`src/flash_front_defs.vh`:
```
// Shared constants of the serial flash host interface front end
`ifndef FLASH_FRONT_DEFS_VH
`define FLASH_FRONT_DEFS_VH

// Command codes that change the lane count
`define CMD_DUAL_OUT 8'h3B
`define CMD_DUAL_IO 8'hBB
`define CMD_QUAD_OUT 8'h6B
`define CMD_QUAD_IO 8'hEB

// Lane width codes
`define LANES_1 2'h0
`define LANES_2 2'h1
`define LANES_4 2'h2

// Timing
`define CLK_PERIOD_NS 100
`define RESET_PULSE_MIN_NS 1000
`define RESET_PULSE_MIN_CYC ((`RESET_PULSE_MIN_NS + `CLK_PERIOD_NS - 1) / `CLK_PERIOD_NS)

`endif

```
`src/flash_spi_front.v`:
```
// Serial flash host interface front end: lanes, pause and hardware reset
`include "flash_front_defs.vh"
module flash_spi_front #(
  parameter HAS_DEDICATED_RESET = 0
) (
  input wire clk,
  input wire rst_n,
  input wire sclk,
  input wire cs_n,
  input wire [3:0] io_i,
  output reg [3:0] io_o,
  output reg [3:0] io_oe,
  input wire reset_pin_n,
  input wire wide_lane_enable,
  input wire pin_func_reset,
  input wire tx_dir,
  input wire [7:0] tx_data,
  output reg tx_req,
  output reg [7:0] rx_byte,
  output reg rx_valid,
  output reg cmd_valid,
  output reg cmd_refused,
  output reg paused,
  output reg iface_reset,
  output reg hw_reset,
  output reg standby
);
  localparam [4:0] ST_IDLE = 5'h01;
  localparam [4:0] ST_CMD = 5'h02;
  localparam [4:0] ST_RX = 5'h04;
  localparam [4:0] ST_TX = 5'h08;
  localparam [4:0] ST_SKIP = 5'h10;

  wire rise;
  wire fall;
  wire shared_fire;
  wire ded_fire;
  reg [4:0] state_q;
  reg [3:0] cnt_q;
  reg [7:0] rx_sh_q;
  reg [7:0] tx_sh_q;
  reg [1:0] rx_lanes_q;
  reg [1:0] tx_lanes_q;
  reg relock_q;
  reg [3:0] step;
  reg [7:0] rx_next;
  reg [7:0] tx_cur;
  reg [3:0] tx_bits;
  reg [3:0] tx_en;

  // Pin function and lane enable decide what the shared IO3 pin means
  wire hold_mode = ~wide_lane_enable & ~pin_func_reset;
  wire shared_rst_en = ~wide_lane_enable & pin_func_reset;
  wire rst_fire = shared_fire | ded_fire;
  wire active = ~cs_n & ~paused & ~relock_q;
  wire rise_ok = rise & active;
  wire fall_ok = fall & active;

  sclk_edge u_edge (
    .clk(clk),
    .rst_n(rst_n),
    .sclk(sclk),
    .rise(rise),
    .fall(fall)
  );

  reset_filter u_shared_rst (
    .clk(clk),
    .rst_n(rst_n),
    .enable(shared_rst_en),
    .pin_n(io_i[3]),
    .fire(shared_fire)
  );

  // A dedicated pin ignores the lane enable entirely
  reset_filter u_ded_rst (
    .clk(clk),
    .rst_n(rst_n),
    .enable(HAS_DEDICATED_RESET != 0),
    .pin_n(reset_pin_n),
    .fire(ded_fire)
  );

  // Lane-dependent shifting, most significant bits first
  always @* begin
    case (rx_lanes_q)
      `LANES_2: rx_next = {rx_sh_q[5:0], io_i[1:0]};
      `LANES_4: rx_next = {rx_sh_q[3:0], io_i[3:0]};
      default: rx_next = {rx_sh_q[6:0], io_i[0]};
    endcase
    case (state_q == ST_TX ? tx_lanes_q : rx_lanes_q)
      `LANES_2: step = 4'h2;
      `LANES_4: step = 4'h4;
      default: step = 4'h1;
    endcase
    tx_cur = (cnt_q == 4'h0) ? tx_data : tx_sh_q;
    case (tx_lanes_q)
      `LANES_2: begin
        tx_bits = {2'h0, tx_cur[7:6]};
        tx_en = 4'h3;
      end
      `LANES_4: begin
        tx_bits = tx_cur[7:4];
        tx_en = 4'hF;
      end
      default: begin
        tx_bits = {2'h0, tx_cur[7], 1'b0};
        tx_en = 4'h2;
      end
    endcase
  end

  // Pause tracking; level checks with the clock low give the deferral
  always @(posedge clk or negedge rst_n) begin
    if (!rst_n) begin
      paused <= 1'b0;
      relock_q <= 1'b0;
      iface_reset <= 1'b0;
    end else begin
      iface_reset <= 1'b0;
      if (rst_fire || !hold_mode) begin
        paused <= 1'b0;
        relock_q <= 1'b0;
      end else if (cs_n) begin
        if (paused) begin
          relock_q <= 1'b1;
          iface_reset <= 1'b1;
        end else if (io_i[3]) begin
          relock_q <= 1'b0;
        end
        paused <= 1'b0;
      end else if (!sclk && !relock_q) begin
        paused <= ~io_i[3];
      end
    end
  end

  // Transaction engine; pause freezes it without touching the core's
  // program or erase work, which runs on regardless
  always @(posedge clk or negedge rst_n) begin
    if (!rst_n) begin
      state_q <= ST_IDLE;
      cnt_q <= 4'h0;
      rx_sh_q <= 8'h00;
      tx_sh_q <= 8'h00;
      rx_lanes_q <= `LANES_1;
      tx_lanes_q <= `LANES_1;
      io_o <= 4'h0;
      io_oe <= 4'h0;
      tx_req <= 1'b0;
      rx_byte <= 8'h00;
      rx_valid <= 1'b0;
      cmd_valid <= 1'b0;
      cmd_refused <= 1'b0;
      hw_reset <= 1'b0;
      standby <= 1'b1;
    end else begin
      tx_req <= 1'b0;
      rx_valid <= 1'b0;
      cmd_valid <= 1'b0;
      cmd_refused <= 1'b0;
      hw_reset <= rst_fire;
      if (rst_fire || cs_n || (paused && !active) || relock_q) begin
        // Outputs float on deselect, pause or reset
        io_oe <= 4'h0;
        if (rst_fire || cs_n || relock_q) begin
          state_q <= ST_IDLE;
          cnt_q <= 4'h0;
          rx_lanes_q <= `LANES_1;
          tx_lanes_q <= `LANES_1;
          standby <= 1'b1;
        end
      end else begin
        case (state_q)
          ST_IDLE: begin
            state_q <= ST_CMD;
            standby <= 1'b0;
          end
          ST_CMD, ST_RX: begin
            if (rise_ok) begin
              rx_sh_q <= rx_next;
              if (cnt_q + step == 4'h8) begin
                cnt_q <= 4'h0;
                rx_byte <= rx_next;
                state_q <= tx_dir ? ST_TX : ST_RX;
                if (state_q == ST_CMD) begin
                  cmd_valid <= 1'b1;
                  case (rx_next)
                    `CMD_DUAL_OUT: tx_lanes_q <= `LANES_2;
                    `CMD_DUAL_IO: begin
                      rx_lanes_q <= `LANES_2;
                      tx_lanes_q <= `LANES_2;
                    end
                    `CMD_QUAD_OUT, `CMD_QUAD_IO: begin
                      if (!wide_lane_enable) begin
                        cmd_valid <= 1'b0;
                        cmd_refused <= 1'b1;
                        state_q <= ST_SKIP;
                      end else begin
                        tx_lanes_q <= `LANES_4;
                        if (rx_next == `CMD_QUAD_IO) begin
                          rx_lanes_q <= `LANES_4;
                        end
                      end
                    end
                    default: begin
                      rx_lanes_q <= `LANES_1;
                      tx_lanes_q <= `LANES_1;
                    end
                  endcase
                end else begin
                  rx_valid <= 1'b1;
                end
              end else begin
                cnt_q <= cnt_q + step;
              end
            end
          end
          ST_TX: begin
            if (fall_ok) begin
              io_o <= tx_bits;
              io_oe <= tx_en;
              tx_sh_q <= tx_cur << step;
              if (cnt_q == 4'h0) begin
                tx_req <= 1'b1;
              end
            end
            if (rise_ok) begin
              cnt_q <= (cnt_q + step == 4'h8) ? 4'h0 : cnt_q + step;
            end
          end
          ST_SKIP: begin
            io_oe <= 4'h0;
          end
          default: state_q <= ST_IDLE;
        endcase
      end
    end
  end
endmodule // flash_spi_front

```
`src/reset_filter.v`:
```
// Low-pulse width filter for a hardware reset pin
`include "flash_front_defs.vh"
module reset_filter #(
  parameter CNT_W = 8,
  parameter integer MIN_CYC = `RESET_PULSE_MIN_CYC
) (
  input wire clk,
  input wire rst_n,
  input wire enable,
  input wire pin_n,
  output wire fire
);
  reg [CNT_W-1:0] cnt_q;
  reg done_q;
  localparam [31:0] MIN_W = MIN_CYC;
  // Last count before firing, cut to the counter width on purpose
  localparam [CNT_W-1:0] LAST_CNT = MIN_W[CNT_W-1:0] - 1'b1;

  // Counts low cycles; fires once per low pulse, then waits for release
  always @(posedge clk or negedge rst_n) begin
    if (!rst_n) begin
      cnt_q <= {CNT_W{1'b0}};
      done_q <= 1'b0;
    end else if (!enable || pin_n) begin
      cnt_q <= {CNT_W{1'b0}};
      done_q <= 1'b0;
    end else if (!done_q) begin
      if (cnt_q == LAST_CNT) begin
        done_q <= 1'b1;
      end
      cnt_q <= cnt_q + 1'b1;
    end
  end

  assign fire = enable & ~pin_n & ~done_q & (cnt_q == LAST_CNT);
endmodule // reset_filter

```
`src/sclk_edge.v`:
```
// Edge finder for the serial clock, sampled on the system clock
module sclk_edge (
  input wire clk,
  input wire rst_n,
  input wire sclk,
  output wire rise,
  output wire fall
);
  reg sclk_q;

  // Resets low so a mode 3 idle-high clock gives one early rise while
  // chip select is still high, where it is ignored
  always @(posedge clk or negedge rst_n) begin
    if (!rst_n) begin
      sclk_q <= 1'b0;
    end else begin
      sclk_q <= sclk;
    end
  end

  assign rise = sclk & ~sclk_q;
  assign fall = ~sclk & sclk_q;
endmodule // sclk_edge

```
`config.mk`:
```
export PLATFORM = sky130hd
export DESIGN_NAME = flash_spi_front
export DESIGN_NICKNAME = d
export VERILOG_FILES = /design/src/flash_spi_front.v /design/src/reset_filter.v /design/src/sclk_edge.v
export VERILOG_INCLUDE_DIRS = /design/src
export SDC_FILE = /design/constraint.sdc
export NUM_CORES = 1
export LEC_CHECK = 0
export BUFFER_PORTS_ARGS = -buffer_cell sky130_fd_sc_hd__buf_2
export CORE_MARGIN = 10
export CORE_UTILIZATION = 50
export DETAILED_ROUTE_END_ITERATION = 8
export PLACE_DENSITY = 0.69
export SYNTH_ARGS = -nofsm -noshare
export SYNTH_HDL_FRONTEND = slang
export SYNTH_HIERARCHICAL = 1
export SYNTH_SLANG_ARGS = --single-unit
```
`constraint.sdc`:
```
create_clock -name clk -period 5.1 [get_ports clk]
set_clock_uncertainty 0.1 [all_clocks]
set_input_delay 0.765 -clock clk [delete_from_list [all_inputs] [get_ports clk]]
set_output_delay 0.765 -clock clk [all_outputs]
set_load 0.03 [all_outputs]
```
# Yosys cells after proc, flatten, opt, wreduce, memory -nomap -nowiden
# Index checks and enable logic that the tools add are counted.
[op_classes] n_addsub=2 eq_ne=26 shifts=1 n_mux=80 bitwise_logic=21 reduce_logical=39
[ops] operator="1-bit two-way mux" n=39
[ops] operator="5-bit two-way mux" n=7
[ops] operator="4-bit two-way mux" n=8
[ops] operator="2-bit two-way mux" n=15
[ops] operator="8-bit two-way mux" n=3
[ops] operator="4-bit case mux with 2 select lines" n=3
[ops] operator="8-bit equality test (second input constant)" n=2
[ops] operator="8-bit case mux with 2 select lines" n=1
[ops] operator="5-bit case mux with 3 select lines" n=1
[ops] operator="2-bit nonzero test" n=7
[ops] operator="3-bit inequality test (second input constant)" n=4
[ops] operator="1-bit bitwise AND" n=11
[ops] operator="1-bit inverter" n=10
[ops] operator="3-bit AND reduction" n=3
[ops] operator="3-bit nonzero test" n=3
[ops] operator="8-bit by 1-bit adder with 8-bit output (second input constant)" n=1
[ops] operator="8-bit by 4-bit equality test with 1-bit output (second input constant)" n=1
[ops] operator="8-bit by 6-bit equality test with 1-bit output (second input constant)" n=1
[ops] operator="8-bit by 7-bit equality test with 1-bit output (second input constant)" n=1
[ops] operator="4-bit AND reduction" n=2
[ops] operator="8-bit AND reduction" n=1
[ops] operator="2-bit OR reduction" n=4
[ops] operator="8-bit by 4-bit << shifter with 8-bit output" n=1
[ops] operator="2-bit by 1-bit equality test with 1-bit output (second input constant)" n=3
[ops] operator="other kinds (21)" n=37
[word_totals] regBits=63 inputBits=20 wordCells=190

# Logic depth before layout (Yosys ltp)
[depth] word_depth=11 ltp_mapped=13 depth_no_buf=12

# By module
# The synthesis kept the hierarchy.
[by_module_without_submodules] mod="flash_spi_front" instances=1 cells_each=310 area_per_inst_um2=3159.3
[by_module_without_submodules] mod="reset_filter at u_shared_rst" instances=1 cells_each=50 area_per_inst_um2=504.2
[by_module_without_submodules] mod="reset_filter at u_ded_rst" instances=1 cells_each=49 area_per_inst_um2=495.5
[by_module_without_submodules] mod="sclk_edge" instances=1 cells_each=3 area_per_inst_um2=40.0

# Worst setup path after synthesis
# Ideal clock, no wire load.
[synth_path] path_kind="register to register" start="reg state_q[1]" end="reg rx_byte[2]" arrival_time_ns=3.419 t_required_ns=4.875 setup_slack_ns=1.456 stages_incl_launch_ff=11 n_path_buf=0 path_cell_list="dfrtp_1 > or3_4 > nor2_2 > mux2i_2 > ha_1 > ha_1 > ha_1 > a2111o_1 > a32oi_4 > nand2_4 > mux2_4"
[synth_between] elab_chain_cells=7 elab_cells_between_ends=11 classes_between="add/sub: 1; eq/ne: 6; mux: 2; reduce/logical: 2"
[synth_rtl] element="from (decl)" line="flash_spi_front.v:38" source="reg [4:0] state_q;"
[synth_rtl] element="from (signal assigned)" line="flash_spi_front.v:185" source="state_q <= tx_dir ? ST_TX : ST_RX;"
[synth_rtl] element="5-bit by 4-bit equality test with 1-bit output" line="flash_spi_front.v:91" source="case (state_q == ST_TX ? tx_lanes_q : rx_lanes_q)"
[synth_rtl] element="2-bit two-way mux" line="flash_spi_front.v:91"
[synth_rtl] element="2-bit equality test or 2-bit by 1-bit equality test with 1-bit output (tied branches)" line="flash_spi_front.v:91"
[synth_rtl] element="3-bit case mux with 2 select lines" line="flash_spi_front.v:91"
[synth_rtl] element="4-bit adder" line="flash_spi_front.v:182" source="if (cnt_q + step == 4'h8) begin"
[synth_rtl] element="4-bit equality test" line="flash_spi_front.v:182"
[synth_rtl] element="4-bit AND reduction (no line) (*)"
[synth_rtl] element="to (signal assigned)" line="flash_spi_front.v:184" source="rx_byte <= rx_next;"
[synth_rtl] element="to (decl)" line="flash_spi_front.v:19" source="output reg [7:0] rx_byte,"
# Every way passes the cells marked *; elsewhere a longest branch is shown, timed or not.
# A chain may end at the register's enable or synchronous reset.

# Worst setup path in the final report
[layout_path] start="reg state_q[1]" end="reg rx_byte[3]"
# Same word-level chain as after synthesis.

==> impl_metrics.ini <==
[synth]
netlist_instances = 412
synth_edf_count = 0
avgSynthCellArea_um2 = 10.2
synth_flop_cell = dfrtp_1
synth_seq_area_share = 0.424
ys_warn_count = 6
async_flop_share = 1.00
ys_seq_elements = 71
synth.cell_area_mm2 = 0.00420
ys_types = 75

[sta]
hold_violations = 0
fin_ws_ns = 0.646
setup_viol = 0
min_period_over_period = 0.873
grt_setup_unrepaired = false
fmax_ghz = 0.225
slew_headroom = 0.404
slew_viol_final = 0
fin_setup_tns_ns = 0
worst_slew_pin_slew_ns = 0.894
min_period_ns = 4.45

[setup_path]
worstSetupPathType = reg2reg
critPathSlowestCell = mux2i_2
path_common_cell = ha_1
endpoint_kind = flop
crit_fanout = 13
path_cells = or3_4 > nor2_2 > mux2i_2 > ha_1 > ha_1 > ha_1 > nor4_1 > a32oi_1 > a32oi_4 > nand2_4 > mux2_4
arrival_ns = 4.59
cpPeakStageDelay_ns = 0.52
startpoint_type = flop
cp.required_ns = 5.23
r2r_setup_slack_ns = 0.65
reg2reg_depth = 11

[floorplan]
num_io_pins = 44
die_w_um = 112
core-area_mm2 = 0.00818
die-area_mm2 = 0.0125
core.rowCount = 33
initial_core_util = 0.514
die_y_um = 112

[placement]
numPortBuffers = 43
dp_slack_ns = 0.733
hpwl_mm = 6.78
place.gp.congestion = 0.850
placed_area_mm2 = 0.00448

[global_routing]
grt-ovfl-total = 0
grt_start_max_net_pins = 42
grt_pass1_wl_mm = 15.8
antenna_found_initial = 0
track_usage = 0.149
grt_pass1_vias = 3268

[routing]
viasPerCell = 5.70
drt_pass1_iterations = 5
wl_per_cell_um = 15.9
drtIter0Drc = 131
drc = 0
final_antenna_net_count = 0
vias = 3215
wirelength_mm = 8.94

[finish]
n_antenna_cell = 0
drive_gt1_frac = 0.224
area_growth_pct = 10.8
nNetsFinal = 488
final_cell_area_mm2 = 0.00465

[clocking]
cts_buffers = 9
clock_latency_ns = 0.35
cts-root-buf = clkbuf_8
path_clk_slew_ns = 0.08
htreeDepth = 3
cts_num_sinks = 71
cts-resized-gates = 0
clockBufferDepth = 2
hold_buffers = 0
cts_setup_buffers = 0
cts_tree = done

[hold_path]
hp-class = reg2reg
min_path_cells = 2

[power]
p_per_area_mw_per_mm2 = 250
irDropWorstVdd_mv = 0.143
p_leak_nw = 2.31

[flow_run]
cap_violations = 0

[run_status]
status = finished clean
-- metal layers --
metal | track usage | wire length, µm
met3 | 0.0354 | 354
met4 | 0.0754 | 208
met5 | 0 | 0
met2 | 0.232 | 4230
met1 | 0.189 | 4150
-- metrics by stage --
step	std cells	total power, mW	util	hold WS (ns)
final	564	1.16	0.569	0.379
after global routing	564	1.22	0.569	0.404
after CTS	564	1.18	0.569	0.384
after detailed placement	548	0.768	0.548	0.366
after global placement	548	0.765	0.548	0.362
after floorplan	413	0.718	-	0.348
-- cells by family (layout without fill, tap and decap cells) --
logic type | count (synthesis) | after routing | share of synthesized area
AND/OR/NAND/NOR | 161 | 161 | 0.223
AO/OA/AOI/OAI | 81 | 81 | 0.135
flip-flops | 71 | 71 | 0.424
multiplexers | 44 | 44 | 0.117
buffers and inverters | 28 | 74 | 0.0334
adder cells (fa/ha/maj) | 14 | 14 | 0.0417
XOR/XNOR | 12 | 12 | 0.0250
other | 1 | 2 | 0.000893
-- state kept, by name, summed over array words and instances, names as in the netlist, 2 cells and up --
register,cells
tx_lanes_q,2
state_q,5
tx_sh_q,8
io_o,4
rx_byte,8
cnt_q,4
u_ded_rst/cnt_q,8
rx_sh_q,7
rx_lanes_q,2
u_shared_rst/cnt_q,8
io_oe,3
-- synthesized netlist by cell type (all sizes together), types with 4 or more instances --
library cell / number / area (µm²)
dfrtp: 69 / 1730
o31ai: 4 / 30.0
a21oi: 19 / 95.1
nand4: 7 / 65.1
nand2b: 9 / 63.8
nand3b: 4 / 42.5
o21ai: 22 / 114
a22o: 5 / 43.8
and3: 7 / 43.8
mux2: 18 / 229
mux2i: 26 / 264
nor2b: 9 / 56.3
nor3: 10 / 55.1
nor2: 32 / 130
nor4: 4 / 25.0
nand3: 14 / 70.1
or3: 7 / 48.8
nand2: 40 / 160
ha: 14 / 175
buf: 13 / 83.8
a22oi: 4 / 30.0
inv: 13 / 48.8
xor2: 9 / 78.8
-- area by class of cell --
class / instances / area, µm²
fillers: 748 / 3520
multi-input cells: 314 / 2290
flip-flops and latches: 71 / 1780
repair buffers: 45 / 230
clock buffers: 12 / 155
well taps: 105 / 131
inverters: 13 / 48.8
clock inverters: 4 / 20.0
-- worst paths after layout --
path,start,to
worst max-delay path,state_q[1]$_DFFE_PN0P_,rx_byte[3]$_DFFE_PN0P_
worst min-delay path,tx_sh_q[2]$_DFFE_PN0P_,tx_sh_q[2]$_DFFE_PN0P_
worst max register to register,state_q[1]$_DFFE_PN0P_,rx_byte[3]$_DFFE_PN0P_
worst min register to register,tx_sh_q[2]$_DFFE_PN0P_,tx_sh_q[2]$_DFFE_PN0P_
max in group asynchronous,rst_n,standby$_DFFE_PN1P_
min in group asynchronous,rst_n,tx_sh_q[3]$_DFFE_PN0P_
-- where the power goes --
part           total, mW  internal, mW  leakage, nW  switching [mW]
Combinational      0.153        0.0625         1.24          0.0907
Sequential         0.604         0.583        0.977          0.0207
Clock              0.405         0.200       0.0959           0.205
-- cell usage in the layout (no fill, tap or decap), types with 4 or more instances in the layout --
master,count
o21ai_0,18
mux2_4,7
a22oi_1,4
mux2_2,11
clkinv_2,4
or3_1,6
a21oi_1,19
nand4_1,5
xor2_1,9
nor3_1,9
buf_2,43
ha_1,14
a22o_1,5
mux2i_1,25
nand2b_1,8
and3_1,7
inv_1,13
nor2b_1,9
nor2_1,30
dfrtp_1,69
o31ai_1,4
nand3_1,14
nand2_1,38
clkbuf_8,11
-- worst max-delay path: cells and delay by family (launching register included) --
family,cells,cell delay (ns)
DFF,1,0.46
adders and majority gates,3,1.14
AOI/OAI and AO/OA,2,0.66
and+or+nand+nor,4,1.12
muxes,2,0.86
No activity file was read; power rests on OpenSTA's default activity.
